## src/cgc_map.svh

```systemverilog
// Register offsets, field positions, reset values and timing constants of the gate/compare block.
`ifndef CGC_MAP_SVH
`define CGC_MAP_SVH

// ==========================================================================
// Register byte offsets
`define CGC_ADDR_CTRL 8'h00
`define CGC_ADDR_MODE 8'h04
`define CGC_ADDR_CMP1 8'h08
`define CGC_ADDR_CMP2 8'h0C
`define CGC_ADDR_XFER 8'h10
`define CGC_ADDR_PULSE 8'h14
`define CGC_ADDR_COUNT 8'h18
`define CGC_ADDR_STATUS 8'h1C

// ==========================================================================
// Field positions
`define CGC_XFER_CMP1_BIT 0
`define CGC_XFER_CMP2_BIT 1
`define CGC_STAT_RUN_BIT 0
`define CGC_STAT_HALTED_BIT 1
`define CGC_STAT_OUT0_BIT 2
`define CGC_STAT_OUT1_BIT 3
`define CGC_STAT_SOFT_BIT 4
`define CGC_STAT_HW_BIT 5

// ==========================================================================
// Reset values and write masks
`define CGC_CTRL_RST 32'h0000_0000
`define CGC_CTRL_MASK 32'h0000_07FF
`define CGC_MODE_RST 32'h0000_0000
`define CGC_MODE_MASK 32'h0000_0077
`define CGC_PULSE_RST 9'h000
`define CGC_CMP_RST 32'h0000_0000

// ==========================================================================
// Timing
`define CGC_CLK_KHZ 50000
`define CGC_PULSE_UNIT_MS 1
`define CGC_PULSE_MAX_MS 9'h1F4

`endif

```

## src/cgc_pkg.sv

```systemverilog
// Types shared by the gate/compare block: output behaviours, gate selection, register layouts.
package cgc_pkg;

  // ==========================================================================
  // Output behaviour and gate source
  typedef enum logic [2:0] {
    CGC_INACTIVE = 3'b000,
    CGC_TO_OVERFLOW = 3'b001,
    CGC_TO_UNDERFLOW = 3'b010,
    CGC_PULSE_UP = 3'b011,
    CGC_PULSE_DOWN = 3'b100,
    CGC_PULSE_BOTH = 3'b101,
    CGC_BETWEEN = 3'b110
  } cgc_mode_e;

  typedef enum logic [1:0] {
    CGC_GATE_NONE = 2'b00,
    CGC_GATE_SOFT = 2'b01,
    CGC_GATE_HARD = 2'b10
  } cgc_gate_e;

  // ==========================================================================
  // Register layouts
  typedef struct packed {
    logic [20:0] rsvd;
    logic gate_event_sel;
    cgc_gate_e gate_sel;
    logic signed_range;
    logic iso_mode;
    logic output_one_force;
    logic output_zero_force;
    logic output_one_enable;
    logic output_zero_enable;
    logic soft_gate_ctl;
    logic gate_halt_request;
  } cgc_ctrl_s;

  typedef struct packed {
    logic [24:0] rsvd;
    cgc_mode_e mode_one;
    logic rsvd_b;
    cgc_mode_e mode_zero;
  } cgc_mode_s;

endpackage

```

## src/cgc_gate_compare.sv

```systemverilog
// Counter with gate halt, isochronous software gate timing and two compare outputs behind AXI4-Lite.
`timescale 1ns/1ps
`include "cgc_map.svh"

module cgc_gate_compare #(
  parameter int unsigned MS_CYCLES = `CGC_CLK_KHZ * `CGC_PULSE_UNIT_MS
) (
  // Clock and reset
  input wire logic clk,
  input wire logic arst_n,
  // AXI4-Lite slave
  input wire logic [7:0] s_axi_awaddr,
  input wire logic s_axi_awvalid,
  output logic s_axi_awready,
  input wire logic [31:0] s_axi_wdata,
  input wire logic [3:0] s_axi_wstrb,
  input wire logic s_axi_wvalid,
  output logic s_axi_wready,
  output logic [1:0] s_axi_bresp,
  output logic s_axi_bvalid,
  input wire logic s_axi_bready,
  input wire logic [7:0] s_axi_araddr,
  input wire logic s_axi_arvalid,
  output logic s_axi_arready,
  output logic [31:0] s_axi_rdata,
  output logic [1:0] s_axi_rresp,
  output logic s_axi_rvalid,
  input wire logic s_axi_rready,
  // Field inputs
  input wire logic gate_open_input,
  input wire logic gate_close_input,
  input wire logic count_up_pulse,
  input wire logic count_down_pulse,
  input wire logic cycle_sample_instant,
  // Field outputs
  output logic compare_output_zero,
  output logic compare_output_one,
  output logic gate_event
);

  // ==========================================================================
  // Helpers
  function automatic logic cmp_ge(input logic [31:0] a, input logic [31:0] b, input logic sgn);
    cmp_ge = sgn ? ($signed(a) >= $signed(b)) : (a >= b);
  endfunction

  function automatic logic [31:0] merge(input logic [31:0] old, input logic [31:0] d,
                                        input logic [3:0] strb);
    merge = old;
    for (int k = 0; k < 4; k++) begin
      if (strb[k]) begin
        merge[k*8 +: 8] = d[k*8 +: 8];
      end
    end
  endfunction

  function automatic logic mapped(input logic [7:0] a);
    mapped = (a[7:5] == 3'h0);
  endfunction

  // ==========================================================================
  // Input synchronisers
  logic [4:0] sync_a;
  logic [4:0] sync_b;
  logic [4:0] sync_c;
  logic [4:0] rise;
  always_ff @(posedge clk or negedge arst_n) begin
    if (!arst_n) begin
      sync_a <= 5'h00;
      sync_b <= 5'h00;
      sync_c <= 5'h00;
    end else begin
      sync_a <= {cycle_sample_instant, count_down_pulse, count_up_pulse, gate_close_input,
                 gate_open_input};
      sync_b <= sync_a;
      sync_c <= sync_b;
    end
  end
  assign rise = sync_b & ~sync_c;

  // ==========================================================================
  // Bus and registers
  logic aw_full, next_aw_full, w_full, next_w_full;
  logic [7:0] aw_addr, next_aw_addr;
  logic [31:0] w_data, next_w_data;
  logic [3:0] w_strb, next_w_strb;
  logic bvalid, next_bvalid, rvalid, next_rvalid;
  logic [1:0] bresp, next_bresp, rresp, next_rresp;
  logic [31:0] rdata, next_rdata;
  cgc_pkg::cgc_ctrl_s ctrl, next_ctrl;
  cgc_pkg::cgc_mode_s mode, next_mode;
  logic [31:0] cmp_stage [2];
  logic [31:0] next_cmp_stage [2];
  logic [31:0] cmp [2];
  logic [31:0] next_cmp [2];
  logic [8:0] pulse_ms, next_pulse_ms;
  logic load_req;
  logic [31:0] load_val;
  logic do_write;
  logic [31:0] count, next_count;
  logic [31:0] status;

  assign s_axi_awready = ~aw_full & ~bvalid;
  assign s_axi_wready = ~w_full & ~bvalid;
  assign s_axi_arready = ~rvalid;
  assign do_write = aw_full & w_full & ~bvalid;

  always_comb begin
    logic [31:0] wv;
    wv = 32'h0000_0000;
    next_aw_full = aw_full;
    next_aw_addr = aw_addr;
    next_w_full = w_full;
    next_w_data = w_data;
    next_w_strb = w_strb;
    next_bvalid = bvalid;
    next_bresp = bresp;
    next_rvalid = rvalid;
    next_rdata = rdata;
    next_rresp = rresp;
    next_ctrl = ctrl;
    next_mode = mode;
    next_cmp_stage = cmp_stage;
    next_cmp = cmp;
    next_pulse_ms = pulse_ms;
    load_req = 1'b0;
    load_val = 32'h0000_0000;
    if (s_axi_awvalid && s_axi_awready) begin
      next_aw_full = 1'b1;
      next_aw_addr = s_axi_awaddr;
    end
    if (s_axi_wvalid && s_axi_wready) begin
      next_w_full = 1'b1;
      next_w_data = s_axi_wdata;
      next_w_strb = s_axi_wstrb;
    end
    if (s_axi_bvalid && s_axi_bready) begin
      next_bvalid = 1'b0;
    end
    if (do_write) begin
      next_aw_full = 1'b0;
      next_w_full = 1'b0;
      next_bvalid = 1'b1;
      next_bresp = mapped(aw_addr) ? 2'h0 : 2'h2;
      case ({aw_addr[7:2], 2'h0})
        `CGC_ADDR_CTRL: begin
          next_ctrl = cgc_pkg::cgc_ctrl_s'(merge(ctrl, w_data, w_strb) & `CGC_CTRL_MASK);
        end
        `CGC_ADDR_MODE: begin
          next_mode = cgc_pkg::cgc_mode_s'(merge(mode, w_data, w_strb) & `CGC_MODE_MASK);
        end
        `CGC_ADDR_CMP1: begin
          next_cmp_stage[0] = merge(cmp_stage[0], w_data, w_strb);
        end
        `CGC_ADDR_CMP2: begin
          next_cmp_stage[1] = merge(cmp_stage[1], w_data, w_strb);
        end
        `CGC_ADDR_XFER: begin
          wv = merge(32'h0000_0000, w_data, w_strb);
          if (wv[`CGC_XFER_CMP1_BIT]) begin
            next_cmp[0] = cmp_stage[0];
          end
          if (wv[`CGC_XFER_CMP2_BIT]) begin
            next_cmp[1] = cmp_stage[1];
          end
        end
        `CGC_ADDR_PULSE: begin
          wv = merge({23'h000000, pulse_ms}, w_data, w_strb);
          next_pulse_ms = (wv > {23'h000000, `CGC_PULSE_MAX_MS}) ? `CGC_PULSE_MAX_MS
                          : wv[8:0];
        end
        `CGC_ADDR_COUNT: begin
          load_req = 1'b1;
          load_val = merge(count, w_data, w_strb);
        end
        default: begin
        end
      endcase
    end
    if (s_axi_rvalid && s_axi_rready) begin
      next_rvalid = 1'b0;
    end
    if (s_axi_arvalid && s_axi_arready) begin
      next_rvalid = 1'b1;
      next_rresp = mapped(s_axi_araddr) ? 2'h0 : 2'h2;
      case ({s_axi_araddr[7:2], 2'h0})
        `CGC_ADDR_CTRL: next_rdata = ctrl;
        `CGC_ADDR_MODE: next_rdata = mode;
        `CGC_ADDR_CMP1: next_rdata = cmp_stage[0];
        `CGC_ADDR_CMP2: next_rdata = cmp_stage[1];
        `CGC_ADDR_PULSE: next_rdata = {23'h000000, pulse_ms};
        `CGC_ADDR_COUNT: next_rdata = count;
        `CGC_ADDR_STATUS: next_rdata = status;
        default: next_rdata = 32'h0000_0000;
      endcase
    end
  end

  always_ff @(posedge clk or negedge arst_n) begin
    if (!arst_n) begin
      aw_full <= 1'b0;
      aw_addr <= 8'h00;
      w_full <= 1'b0;
      w_data <= 32'h0000_0000;
      w_strb <= 4'h0;
      bvalid <= 1'b0;
      bresp <= 2'h0;
      rvalid <= 1'b0;
      rdata <= 32'h0000_0000;
      rresp <= 2'h0;
      ctrl <= `CGC_CTRL_RST;
      mode <= `CGC_MODE_RST;
      cmp_stage[0] <= `CGC_CMP_RST;
      cmp_stage[1] <= `CGC_CMP_RST;
      cmp[0] <= `CGC_CMP_RST;
      cmp[1] <= `CGC_CMP_RST;
      pulse_ms <= `CGC_PULSE_RST;
    end else begin
      aw_full <= next_aw_full;
      aw_addr <= next_aw_addr;
      w_full <= next_w_full;
      w_data <= next_w_data;
      w_strb <= next_w_strb;
      bvalid <= next_bvalid;
      bresp <= next_bresp;
      rvalid <= next_rvalid;
      rdata <= next_rdata;
      rresp <= next_rresp;
      ctrl <= next_ctrl;
      mode <= next_mode;
      cmp_stage <= next_cmp_stage;
      cmp <= next_cmp;
      pulse_ms <= next_pulse_ms;
    end
  end
  assign s_axi_bvalid = bvalid;
  assign s_axi_bresp = bresp;
  assign s_axi_rvalid = rvalid;
  assign s_axi_rdata = rdata;
  assign s_axi_rresp = rresp;

  // ==========================================================================
  // Gate and counter
  logic halted, next_halted, soft_eff, next_soft_eff, hw_open, next_hw_open;
  logic gate_run, gate_prev, next_gate_event, event_q;
  logic gate_on, soft_rise, step, step_up;

  always_comb begin
    next_soft_eff = soft_eff;
    if (!ctrl.iso_mode || rise[4]) begin
      next_soft_eff = ctrl.soft_gate_ctl;
    end
    soft_rise = next_soft_eff & ~soft_eff;
    next_hw_open = hw_open;
    if (rise[1]) begin
      next_hw_open = 1'b0;
    end else if (rise[0] && !sync_b[1]) begin
      next_hw_open = 1'b1;
    end
    next_halted = halted;
    if (ctrl.gate_halt_request) begin
      next_halted = 1'b1;
    end else if ((ctrl.gate_sel == cgc_pkg::CGC_GATE_HARD) ? (rise[0] && !sync_b[1])
                 : (ctrl.gate_sel == cgc_pkg::CGC_GATE_SOFT) ? soft_rise : 1'b1) begin
      next_halted = 1'b0;
    end
    case (ctrl.gate_sel)
      cgc_pkg::CGC_GATE_SOFT: gate_on = soft_eff;
      cgc_pkg::CGC_GATE_HARD: gate_on = hw_open;
      default: gate_on = 1'b1;
    endcase
    gate_run = gate_on & ~halted & ~ctrl.gate_halt_request;
    next_gate_event = ctrl.gate_event_sel & (gate_run ^ gate_prev);
    step = gate_run & (rise[2] ^ rise[3]);
    step_up = rise[2];
    next_count = count;
    if (load_req) begin
      next_count = load_val;
    end else if (step) begin
      next_count = step_up ? count + 32'h0000_0001 : count - 32'h0000_0001;
    end
  end

  always_ff @(posedge clk or negedge arst_n) begin
    if (!arst_n) begin
      halted <= 1'b0;
      soft_eff <= 1'b0;
      hw_open <= 1'b0;
      gate_prev <= 1'b1;
      event_q <= 1'b0;
      count <= 32'h0000_0000;
    end else begin
      halted <= next_halted;
      soft_eff <= next_soft_eff;
      hw_open <= next_hw_open;
      gate_prev <= gate_run;
      event_q <= next_gate_event;
      count <= next_count;
    end
  end
  assign gate_event = event_q;

  // ==========================================================================
  // Compare outputs
  logic pulse_on [2];
  logic next_pulse_on [2];
  logic [8:0] pulse_left [2];
  logic [8:0] next_pulse_left [2];
  logic [31:0] pulse_pre [2];
  logic [31:0] next_pulse_pre [2];
  logic [1:0] out_q, next_out;
  cgc_pkg::cgc_mode_e md [2];
  assign md[0] = mode.mode_zero;
  assign md[1] = mode.mode_one;

  always_comb begin
    logic reach;
    logic cond;
    logic sgn;
    reach = 1'b0;
    cond = 1'b0;
    sgn = ctrl.signed_range;
    next_pulse_on = pulse_on;
    next_pulse_left = pulse_left;
    next_pulse_pre = pulse_pre;
    next_out = 2'h0;
    for (int i = 0; i < 2; i++) begin
      // The pulse modes fire only on a counted step landing on the value.
      case (md[i])
        cgc_pkg::CGC_PULSE_UP: reach = step & step_up;
        cgc_pkg::CGC_PULSE_DOWN: reach = step & ~step_up;
        cgc_pkg::CGC_PULSE_BOTH: reach = step;
        default: reach = 1'b0;
      endcase
      reach = reach & (next_count == cmp[i]);
      if (!(i == 0 ? ctrl.output_zero_enable : ctrl.output_one_enable)) begin
        next_pulse_on[i] = 1'b0;
      end else if (reach) begin
        next_pulse_on[i] = 1'b1;
        next_pulse_left[i] = pulse_ms;
        next_pulse_pre[i] = 32'h0000_0000;
      end else if (pulse_on[i] && pulse_left[i] == 9'h000) begin
        if (step || load_req) begin
          next_pulse_on[i] = 1'b0;
        end
      end else if (pulse_on[i]) begin
        next_pulse_pre[i] = pulse_pre[i] + 32'h0000_0001;
        if (pulse_pre[i] >= MS_CYCLES - 1) begin
          next_pulse_pre[i] = 32'h0000_0000;
          next_pulse_left[i] = pulse_left[i] - 9'h001;
          if (pulse_left[i] == 9'h001) begin
            next_pulse_on[i] = 1'b0;
          end
        end
      end
      // Levels come from the updated count, so loads take effect too.
      case (md[i])
        cgc_pkg::CGC_INACTIVE: cond = (i == 0) ? ctrl.output_zero_force
                                      : ctrl.output_one_force;
        cgc_pkg::CGC_TO_OVERFLOW: cond = cmp_ge(next_count, cmp[i], sgn);
        cgc_pkg::CGC_TO_UNDERFLOW: cond = cmp_ge(cmp[i], next_count, sgn);
        cgc_pkg::CGC_PULSE_UP, cgc_pkg::CGC_PULSE_DOWN, cgc_pkg::CGC_PULSE_BOTH: begin
          cond = next_pulse_on[i];
        end
        cgc_pkg::CGC_BETWEEN: begin
          if (i == 0 || md[0] != cgc_pkg::CGC_INACTIVE) begin
            cond = 1'b0;
          end else if (cmp_ge(cmp[1], cmp[0], sgn)) begin
            cond = cmp_ge(next_count, cmp[0], sgn) & cmp_ge(cmp[1], next_count, sgn);
          end else begin
            cond = ~cmp_ge(next_count, cmp[1], sgn) | ~cmp_ge(cmp[0], next_count, sgn);
          end
        end
        default: cond = 1'b0;
      endcase
      if (i == 0 && md[1] == cgc_pkg::CGC_BETWEEN && md[0] == cgc_pkg::CGC_INACTIVE) begin
        cond = 1'b0;
      end
      next_out[i] = cond & ((i == 0) ? next_ctrl.output_zero_enable
                                     : next_ctrl.output_one_enable);
    end
  end

  always_ff @(posedge clk or negedge arst_n) begin
    if (!arst_n) begin
      pulse_on[0] <= 1'b0;
      pulse_on[1] <= 1'b0;
      pulse_left[0] <= 9'h000;
      pulse_left[1] <= 9'h000;
      pulse_pre[0] <= 32'h0000_0000;
      pulse_pre[1] <= 32'h0000_0000;
      out_q <= 2'h0;
    end else begin
      pulse_on <= next_pulse_on;
      pulse_left <= next_pulse_left;
      pulse_pre <= next_pulse_pre;
      out_q <= next_out;
    end
  end
  assign compare_output_zero = out_q[0];
  assign compare_output_one = out_q[1];

  always_comb begin
    status = 32'h0000_0000;
    status[`CGC_STAT_RUN_BIT] = gate_run;
    status[`CGC_STAT_HALTED_BIT] = halted;
    status[`CGC_STAT_OUT0_BIT] = out_q[0];
    status[`CGC_STAT_OUT1_BIT] = out_q[1];
    status[`CGC_STAT_SOFT_BIT] = soft_eff;
    status[`CGC_STAT_HW_BIT] = hw_open;
  end

endmodule // cgc_gate_compare

```

## config.mk

```make
export PLATFORM = sky130hd
export DESIGN_NAME = cgc_gate_compare
export DESIGN_NICKNAME = d
export VERILOG_FILES = /design/src/cgc_pkg.sv /design/src/cgc_gate_compare.sv
export VERILOG_INCLUDE_DIRS = /design/src
export SDC_FILE = /design/constraint.sdc
export NUM_CORES = 1
export LEC_CHECK = 0
export BUFFER_PORTS_ARGS = -buffer_cell sky130_fd_sc_hd__buf_2
export CAP_MARGIN = 20
export CORE_MARGIN = 3
export CORE_UTILIZATION = 55
export CTS_CLUSTER_SIZE = 30
export DETAILED_ROUTE_END_ITERATION = 10
export PLACE_DENSITY = 0.73
export SLEW_MARGIN = 30
export SYNTH_ARGS = -nofsm -noshare
export SYNTH_HDL_FRONTEND = slang
export SYNTH_SLANG_ARGS = --single-unit
```

## constraint.sdc

```tcl
create_clock -name clk -period 18.7 [get_ports clk]
set_input_delay 0.935 -clock clk [delete_from_list [all_inputs] [get_ports clk]]
set_output_delay 0.935 -clock clk [all_outputs]
set_load 0.05 [all_outputs]
```

==> results.toml, run 1 <==
[layout]
stdcell_count = 2832
area_growth_pct = 10.7
fin_nets = 2540
drive_gt1_share_pct = 17.0
diodes = 0

[critical_path]
critPathMaxFanout = 29
critPathKind = "reg2reg"
slowest_delay_ns = 0.66
cp_top_family = "compound AO/OA/AOI/OAI gates"
startpoint = "sync_c[2]"
path_buf_inv = 1
rr_startpoint = "sync_c[2]"
crit_chain = "nand2b_1 > ha_1 > a21o_1 > a21o_1 > a2111oi_0 > nor3_1 > a21oi_1 > o211a_1 > o31ai_1 > o211ai_1 > mux2i_1 > xnor2_1 > o21a_1 > ha_1 > nand4_1 > nor4_1 > nand4_1 > nor3_2 > buf_4 > or2_1 > nand2_1 > a21oi_4 > o21ai_0 > a32o_1"
critPathArrivalTime_ns = 8.13
worstSetupStartpointType = "flop"
end_kind = "flop"
slowest_stage = "a21oi_4"
required_ns = 19.15

[drt]
first_pass_iters = 5
ant_nets = 0
drc = 0
wl_per_cell_um = 20.9
first_iter_violations = 1396
totalWireLength_mm = 59.3
num_vias = 17400
viasPerCell = 6.15

[worst_hold_path]
hp-class = "in2async"

[grt]
grt_antenna_before_repair = 0
grt_pass1_vias = 17100
overflow = 0
grt_pass1_wl_mm = 94.0
grt_use_total_pct = 28.1
grt_max_degree = 174

[clock_tree]
clk_pin_slew_worst_paths_ns = 0.06
cts_hold_buf = 0
cts.repair.resized = 0
clkLatencyLatePin_ns = 0.57
cts_tree = "yes"
cts_setup_buffers = 0
htreeDepth = 2
clock_sinks = 372
cts_buffers = 40
clockBufferDepth = 3
cts-root-buf = "clkbuf_16"

[power]
ir_drop_v = 0.0000944
power_density_mw_per_mm2 = 137
power.total_w = 0.00335
leakagePower_nw = 11.5

[placed_design]
gp_congestion = 0.967
dp_hpwl_mm = 43.6
io_buffers = 101
dp.cells = 2759

[timing]
whs_ns = 0.243
setup-violations-final = 0
rsz0062_at_grt = "no"
tightest_slew_ns = 0.976
fin_crit_sh_pct = 41.1
max_slew_margin_pct = 34.4
finalHoldViolCount = 0
fin_setup_tns_ns = 0
maxSlewViolCount = 0
skew_ns = 0.0240
max_freq_mhz = 130
period_minus_slack_ns = 7.68

[synthesis]
ys_types = 86
yosysMostFrequentCell = "dfrtp_1"
synth_top_area_cell = "dfrtp_1"
syn_inst = 2198
synthArstFlopShare_pct = 100
syn_avg_cell_area_um2 = 10.0
ys_ff_latch = 372
ys_top_cells_by_count = "371 x dfrtp_1, 190 x ha_1, 176 x mux2_2"
synth-edff-count = 0
synthTopCellsByArea = "dfrtp_1 42%, ha_1 11%, mux2_2 9.0%, o21ai_0 3.8%, a21oi_1 2.8%"
yosys_warnings = 0
yosysSeqAreaShare_pct = 42.2
ys.flop_type = "dfrtp_1"
synth_area_mm2 = 0.0221
netlist.area_leader.share_pct = 42.1

[floorplan]
die_w_um = 206
initial_core_util_pct = 56.4
die_area_mm2 = 0.0425
core_area_mm2 = 0.0391
row_count = 72
io_pins = 108
fp.dieH_um = 206

[run]
cap_violations = 0

[status]
outcome = "finished, final reports clean"
[metrics by stage]
step / utilization (%) / cell area, um2 / worst slack, ns
CTS: 62.3 / 24400 / 11.17
global route: 62.5 / 24400 / 10.37
global placement: 59.1 / 23100 / 10.96
floorplan: - / 22100 / 12.31
finish: 62.5 / 24400 / 11.02
detailed placement: 59.1 / 23100 / 11.21
[cell usage in the layout (no fill, tap or decap), drive strengths merged, types with 7 or more instances in the layout]
cell       n
dfrtp    371
ha       190
mux2     176
o21ai    172
nand2    154
inv      131
nor2     131
a21oi    125
buf      123
clkbuf    62
nor3      44
nand4     43
nand3     42
a21o      38
mux2i     36
and3      34
nand2b    32
o21a      31
xnor2     25
a31oi     25
nor4      23
a22o      23
nor2b     20
or3       19
o22a      17
o211ai    16
and2      16
a211oi    16
xor2      15
o31ai     14
and4      12
o221a      9
a22oi      9
o22ai      7
o21bai     7
a2111oi    7
[registers in the layout, summed over array words and instances (netlist names), 2 cells and up]
register and cells:
cmp 64, aw_addr 6, pulse_on 2, sync_b 5, pulse_pre 64, w_strb 4, ctrl 11, pulse_ms 9
w_data 32, pulse_left 18, out_q 2, md 6, s_axi_rdata 32, cmp_stage 64, sync_a 5, sync_c 5
count 32
[layer usage]
| layer | GRT usage [%] | vias to the layer above | part of all wire, % |
|---|---|---|---|
| li1 | - | 8225 | - |
| met1 | 40.0 | 8545 | 45 |
| met2 | 44.9 | 550 | 45 |
| met3 | 4.93 | 108 | 7.3 |
| met4 | 7.39 | 0 | 2.6 |
| met5 | 0 | - | 0 |
[logic make-up (layout without fill, tap and decap cells)]
group / after synthesis / in the layout / synth area share, %
flip-flops: 372 / 372 / 42.2
XOR/XNOR: 40 / 40 / 1.59
adder cells (fa/ha/maj): 191 / 191 / 10.9
other: 1 / 2 / 0.0170
multiplexers: 218 / 218 / 11.2
AND/OR/NAND/NOR: 597 / 597 / 13.7
AO/OA/AOI/OAI: 570 / 570 / 16.8
buffers and inverters: 209 / 324 / 3.62
[worst paths after layout]
check | end | cells after the start | slack (ns)
max | pulse_left[17] | 24 | 11.02
min | sync_a[1] | 1 | 0.24
max reg2reg | pulse_left[17] | 24 | 11.02
min reg2reg | sync_b[4] | 0 | 0.35
max in group asynchronous | cmp_stage[21] | 3 | 17.01
min in group clk | sync_b[4] | 0 | 0.35
[layout make-up]
| type | count | area [um2] |
|---|---|---|
| Sequential cell | 372 | 9310 |
| Timing Repair Buffer | 123 | 737 |
| Clock inverter | 9 | 67.6 |
| Tap cell | 518 | 648 |
| Fill cell | 3257 | 14700 |
| Inverter | 130 | 488 |
| Clock buffer | 62 | 1190 |
| Multi-Input combinational cell | 1618 | 12000 |
[where the power goes]
group          total, W  internal (W)  switching [W]  leakage [nW]
clock network  0.000768      0.000440       0.000328         0.613
logic           0.00138      0.000569       0.000814          5.95
registers       0.00120      0.000971       0.000232          4.95
Power figures use the tool's default switching activity.
==> inputs of run 2 (changes only) <==
Settings changed: ABC_AREA set to 1, PLACE_DENSITY 0.73 to 0.76.
Clock period 18.7 ns to 6.2 ns, I/O delays scaled along.
==> run 2 against run 1 <==
  * Die area is 0.73% lower
  * Register-to-register slack worse by 11 ns
  * Final cell count up 22%
  * Synthesized cell count increased by 27%
  * Sequential share of layout area fell by 0.47 points
  * Flip-flop and latch count stayed put
  * Setup slack worse by 11 ns
  * Fmax grew 34%
  * Combinational power grew to 3.1 times the previous value
  * Global-route usage grew 2.6 points
  * Critical path type unchanged
  * Largest cell class unchanged
==> results.toml, run 2 <==
[status]
outcome = "finished, final reports clean"

[critical_path]
path_buf_inv = 7
worstSetupStartpointType = "flop"
critPathArrivalTime_ns = 6.21
critPathMaxFanout = 12
end_kind = "flop"
reg2regPathDepth = 32
slowest_stage = "nor4_2"
crit_cells = 32
required_ns = 6.68
slowest_delay_ns = 0.46
critPathMostFrequentCell = "nand2_1"
critPathKind = "reg2reg"
cp_top_family = "simple AND/OR/NAND/NOR gates"

[timing]
maxSlewViolCount = 0
finalHoldViolCount = 0
skew_ns = 0.0236
fin_setup_tns_ns = 0
rsz0062_at_grt = "no"
max_slew_margin_pct = 31.8
whs_ns = 0.0114
period_minus_slack_ns = 5.73
tightest_slew_ns = 1.02
fin_crit_sh_pct = 92.4
setup-violations-final = 0
max_freq_mhz = 175

[grt]
grt_use_total_pct = 30.7
overflow = 0
grt_pass1_wl_mm = 102
grt_max_degree = 145
grt_pass1_vias = 19400
grt_antenna_before_repair = 0

[synthesis]
ys_ff_latch = 372
synth-edff-count = 0
syn_avg_cell_area_um2 = 7.85
synth_area_mm2 = 0.0219
ys_types = 64
netlist.area_leader.share_pct = 42.4
yosysSeqAreaShare_pct = 42.5
ys.flop_type = "dfrtp_1"
synth_top_area_cell = "dfrtp_1"
syn_inst = 2789
synthArstFlopShare_pct = 100
yosysMostFrequentCell = "nand2_1"
ys_top_cells_by_count = "600 x nand2_1, 429 x inv_1, 371 x dfrtp_1"
synthTopCellsByArea = "dfrtp_1 42%, ha_1 11%, nand2_1 10%, inv_1 7.4%, o21ai_0 7.3%"
yosys_warnings = 0

[clock_tree]
clkLatencyLatePin_ns = 0.58
htreeDepth = 2
cts_tree = "yes"
clockBufferDepth = 3
clk_pin_slew_worst_paths_ns = 0.06
cts_buffers = 41
clock_sinks = 372
cts-root-buf = "clkbuf_16"

[drt]
num_vias = 19600
ant_nets = 0
first_iter_violations = 1699
wl_per_cell_um = 18.7
drc = 0
totalWireLength_mm = 65.0
viasPerCell = 5.66
first_pass_iters = 5

[floorplan]
row_count = 72
die_w_um = 206
die_area_mm2 = 0.0422
io_pins = 108
fp.dieH_um = 206
core_area_mm2 = 0.0390
initial_core_util_pct = 56.1

[placed_design]
io_buffers = 101
dp_hpwl_mm = 48.1
gp_congestion = 0.989

[power]
power_density_mw_per_mm2 = 411
leakagePower_nw = 12.4
ir_drop_v = 0.000376

[worst_hold_path]
hp-class = "in2reg"
whs_path_depth = 3

[layout]
mostFrequentLayoutCell = "nand2_1"
fin_nets = 3178
area_growth_pct = 13.0
mostFrequentLayoutCells = "598 x nand2_1, 428 x inv_1, 371 x dfrtp_1"
final_core_util_pct = 63.4
reg_top3 = "cmp (64), cmp_stage (64), pulse_pre (64)"
drive_gt1_share_pct = 8.71

[run]
cap_violations = 0
[run 2: layer usage]
layer,track usage [%],wire length (um),vias to the layer above
met3,4.33,3690,198
met5,0,0,-
met2,51.7,31000,670
met1,38.6,26700,9366
li1,-,-,9390
met4,16.2,3600,0
[run 2: final timing paths]
check / startpoint / end / slack [ns]
worst min register to register: sync_a[4] / sync_b[4] / 0.35
worst min-delay path: s_axi_wdata[21] / w_data[21] / 0.01
max in group asynchronous: arst_n / cmp[55] / 4.36
min in group asynchronous: arst_n / pulse_pre[48] / 0.36
worst max register to register: sync_b[2] / pulse_pre[47] / 0.47
worst max-delay path: sync_b[2] / pulse_pre[47] / 0.47
[run 2: cell families (layout without fill, tap and decap cells)]
group | Yosys count | in the layout | share of synthesized area (%)
and+or+nand+nor | 985 | 985 | 18.9
AOI/OAI and AO/OA | 685 | 685 | 17.2
buffers and inverters | 522 | 682 | 9.02
DFF | 372 | 372 | 42.5
adders and majority gates | 191 | 191 | 11.0
xor gates and xnor gates | 29 | 29 | 1.16
muxes | 4 | 4 | 0.200
other | 1 | 3 | 0.0171
[run 2: timing repair]
action,4_1_cts,5_1_grt
endpoints found under the setup margin,0,37
hold buffers,36,0
gates resized for setup,0,7
hold endpoints to repair,131,0
buffers inserted,0,1
[run 2: where the power goes]
group	switching (W)	internal (W)
registers	0.000543	0.00295
logic	0.00289	0.00136
clock network	0.00102	0.00140
[run 2: stage by stage]
stage / cell area, um2 / cells / total power [W] / setup slack [ns]
floorplan: 21900 / 2790 / 0.00626 / 1.23
CTS: 24700 / 3467 / 0.0101 / 0.371
detailed placement: 23000 / 3361 / 0.00766 / 0.399
global placement: 23000 / 3361 / 0.00751 / 0.467
finish: 24700 / 3469 / 0.0102 / 0.471
global route: 24700 / 3468 / 0.0109 / 0.0211
[run 2: worst register-to-register path: cells and delay by family (launching register included)]
| kind | cells | cell delay, ns |
|---|---|---|
| xor gates and xnor gates | 1 | 0.19 |
| buffers and inverters | 7 | 0.96 |
| adders and majority gates | 2 | 0.65 |
| and+or+nand+nor | 15 | 2.17 |
| DFF | 1 | 0.38 |
| AOI/OAI and AO/OA | 7 | 1.33 |
[run 2: final cells by class]
cell class                 instances  area, um2
timing repair buffer             165       1100
clock buffer                      62       1260
tap                              518        648
fill                            3353      14300
inverter                         447       1680
clock inverter                     8       71.3
sequential                       372       9310
multi-input combinational       1896      10700
antenna                            1       2.50
==> inputs of run 3 (changes only) <==
Settings changed: ABC_AREA 1 to not set.
==> run 3 against run 2 <==
  * Cell area grew 3.3%
  * Sequential power grew 5%
  * Core utilization grew 2.0 points
  * Combinational power grew 3%
  * Flip-flop and latch count is the same
  * Setup slack lost 0.20 ns
  * Global-route usage shrank 1.7 points
  * Register-to-register slack lost 0.20 ns
  * Non-clock buffer count grew 54
  * Worst hold slack gained 0.0091 ns
  * Clock-buffer cell count shrank 7
  * Routed wire length shrank 5.1%
  * Critical path type unchanged
  * Critical endpoint is now pulse_pre[63]
==> results.toml, run 3 (synthesis results as in run 1) <==
[drt]
viasPerCell = 6.24
first_pass_iters = 6
num_vias = 18300
totalWireLength_mm = 61.7
ant_nets = 0
drc = 0
first_iter_violations = 1788
wl_per_cell_um = 21.1

[worst_hold_path]
whs_path_depth = 3
hp-class = "in2reg"

[floorplan]
die_w_um = 206
row_count = 72
fp.dieH_um = 206
core_area_mm2 = 0.0391
die_area_mm2 = 0.0425
initial_core_util_pct = 56.4
io_pins = 108

[power]
clockPowerShare_pct = 23.5
ir_drop_v = 0.000263
comb_power_share_pct = 41.7
power_density_mw_per_mm2 = 412
p_int_w = 0.00622
p_seq_share_pct = 34.8
switching_share_pct = 40.9
power.total_w = 0.0105
switchingPower_w = 0.00430
leakagePower_nw = 12.1

[grt]
grt_pass1_wl_mm = 97.8
grt_antenna_before_repair = 0
grt_max_degree = 132
grt_pass1_vias = 18200
grt_use_total_pct = 29.1
overflow = 0

[timing]
tightest_slew_ns = 0.952
max_freq_mhz = 169
skew_ns = 0.0286
fin_setup_tns_ns = 0
setup-violations-final = 0
period_minus_slack_ns = 5.93
max_slew_margin_pct = 36.3
layout_setup_ws_ns = 0.269
finalHoldViolCount = 0
fin_crit_sh_pct = 95.7
maxSlewViolCount = 0

[placed_design]
dp_slack_ns = -0.211
gp_congestion = 0.994
io_buffers = 101
dp_hpwl_mm = 44.5
dpl_cell_area_mm2 = 0.0234

[critical_path]
crit_cells = 27
reg2regPathDepth = 27
critPathMaxFanout = 6
worstSetupStartpointType = "flop"
slowest_delay_ns = 0.41
critPathKind = "reg2reg"
required_ns = 6.69
path_buf_inv = 2
cp_top_family = "simple AND/OR/NAND/NOR gates"
critPathArrivalTime_ns = 6.42
end_kind = "flop"
slowest_stage = "a2111oi_2"

[status]
outcome = "finished, final reports clean"

[layout]
fin_nets = 2637
final_area_mm2 = 0.0255
mostFrequentLayoutCell = "dfrtp_1"
diodes = 0
area_growth_pct = 15.8
drive_gt1_share_pct = 19.8
reg_top3 = "cmp (64), cmp_stage (64), pulse_pre (64)"
fill_cells = 3035
mostFrequentLayoutCells = "371 x dfrtp_1, 187 x ha_1, 176 x mux2_2"

[clock_tree]
clock_sinks = 372
cts-root-buf = "clkbuf_16"
clk_pin_slew_worst_paths_ns = 0.06
cts_buffers = 41
clockBufferDepth = 3
cts_tree = "yes"
clkLatencyLatePin_ns = 0.57
htreeDepth = 2

[run]
cap_violations = 0
-- run 3: path summary, 6_finish.rpt --
path | to | from | slack [ns]
max | pulse_pre[63] | sync_c[2] | 0.27
min | w_data[3] | s_axi_wdata[3] | 0.02
max reg2reg | pulse_pre[63] | sync_c[2] | 0.27
min reg2reg | sync_b[0] | sync_a[0] | 0.35
max in group asynchronous | count[19] | arst_n | 5.01
min in group asynchronous | pulse_pre[23] | arst_n | 0.18
-- run 3: cell type report --
type	count	area [um2]	area share [%]
well taps	518	648	2.54
multi-input cells	1618	12100	47.5
inverters	130	488	1.91
flip-flops and latches	372	9310	36.4
clock buffers	55	1200	4.70
clock inverters	15	174	0.681
repair buffers	219	1590	6.22
-- run 3: per-layer routing --
metal	global-route usage, %	routed length, um	vias to the layer above
met4	9.82	1930	0
met1	40.5	26400	9039
li1	-	-	8418
met5	0	0	-
met2	47.0	28600	687
met3	4.13	4790	132
-- run 3: worst register-to-register path, stage by stage (launching register included) --
cell       delay [ns]
dfrtp_1          0.39
nand2b_4         0.19
ha_1             0.31
a21o_1           0.20
a21o_1           0.20
a2111oi_2        0.41
nor3_1           0.15
a21oi_2          0.21
buf_4            0.14
and2_1           0.15
nor2b_1          0.07
o21a_1           0.16
nor2_1           0.12
xnor2_1          0.12
o221a_2          0.32
ha_1             0.32
nand4_1          0.19
nor4_1           0.31
buf_4            0.17
nand4_1          0.20
nor3_2           0.32
or2_4            0.19
nand3_2          0.12
nor4_4           0.26
and3_1           0.21
and3_1           0.20
a31oi_1          0.10
nor2_1           0.09
-- run 3: per-stage QoR --
stage	util, %	std cells	hold slack [ns]
floorplan	-	2199	0.0144
global placement	59.9	2799	0.337
detailed placement	59.9	2799	0.339
CTS	64.8	2919	0.000299
global route	65.3	2927	0.0350
finish	65.3	2927	0.0204
-- run 3: power by group through the flow --
| stage | clock, W | combinational, W | sequential, W |
|---|---|---|---|
| floorplan | 0 | 0.00306 | 0.00335 |
| global placement | 0 | 0.00404 | 0.00363 |
| detailed placement | 0 | 0.00416 | 0.00366 |
| CTS | 0.00251 | 0.00423 | 0.00362 |
| global route | 0.00262 | 0.00481 | 0.00372 |
| finish | 0.00247 | 0.00439 | 0.00366 |
-- run 3: timing repair --
action	4_1_cts	5_1_grt
gates resized for setup	5	34
hold endpoints to repair	160	0
buffers inserted	0	7
pin swaps	1	12
hold buffers	50	0
endpoints found under the setup margin	32	80
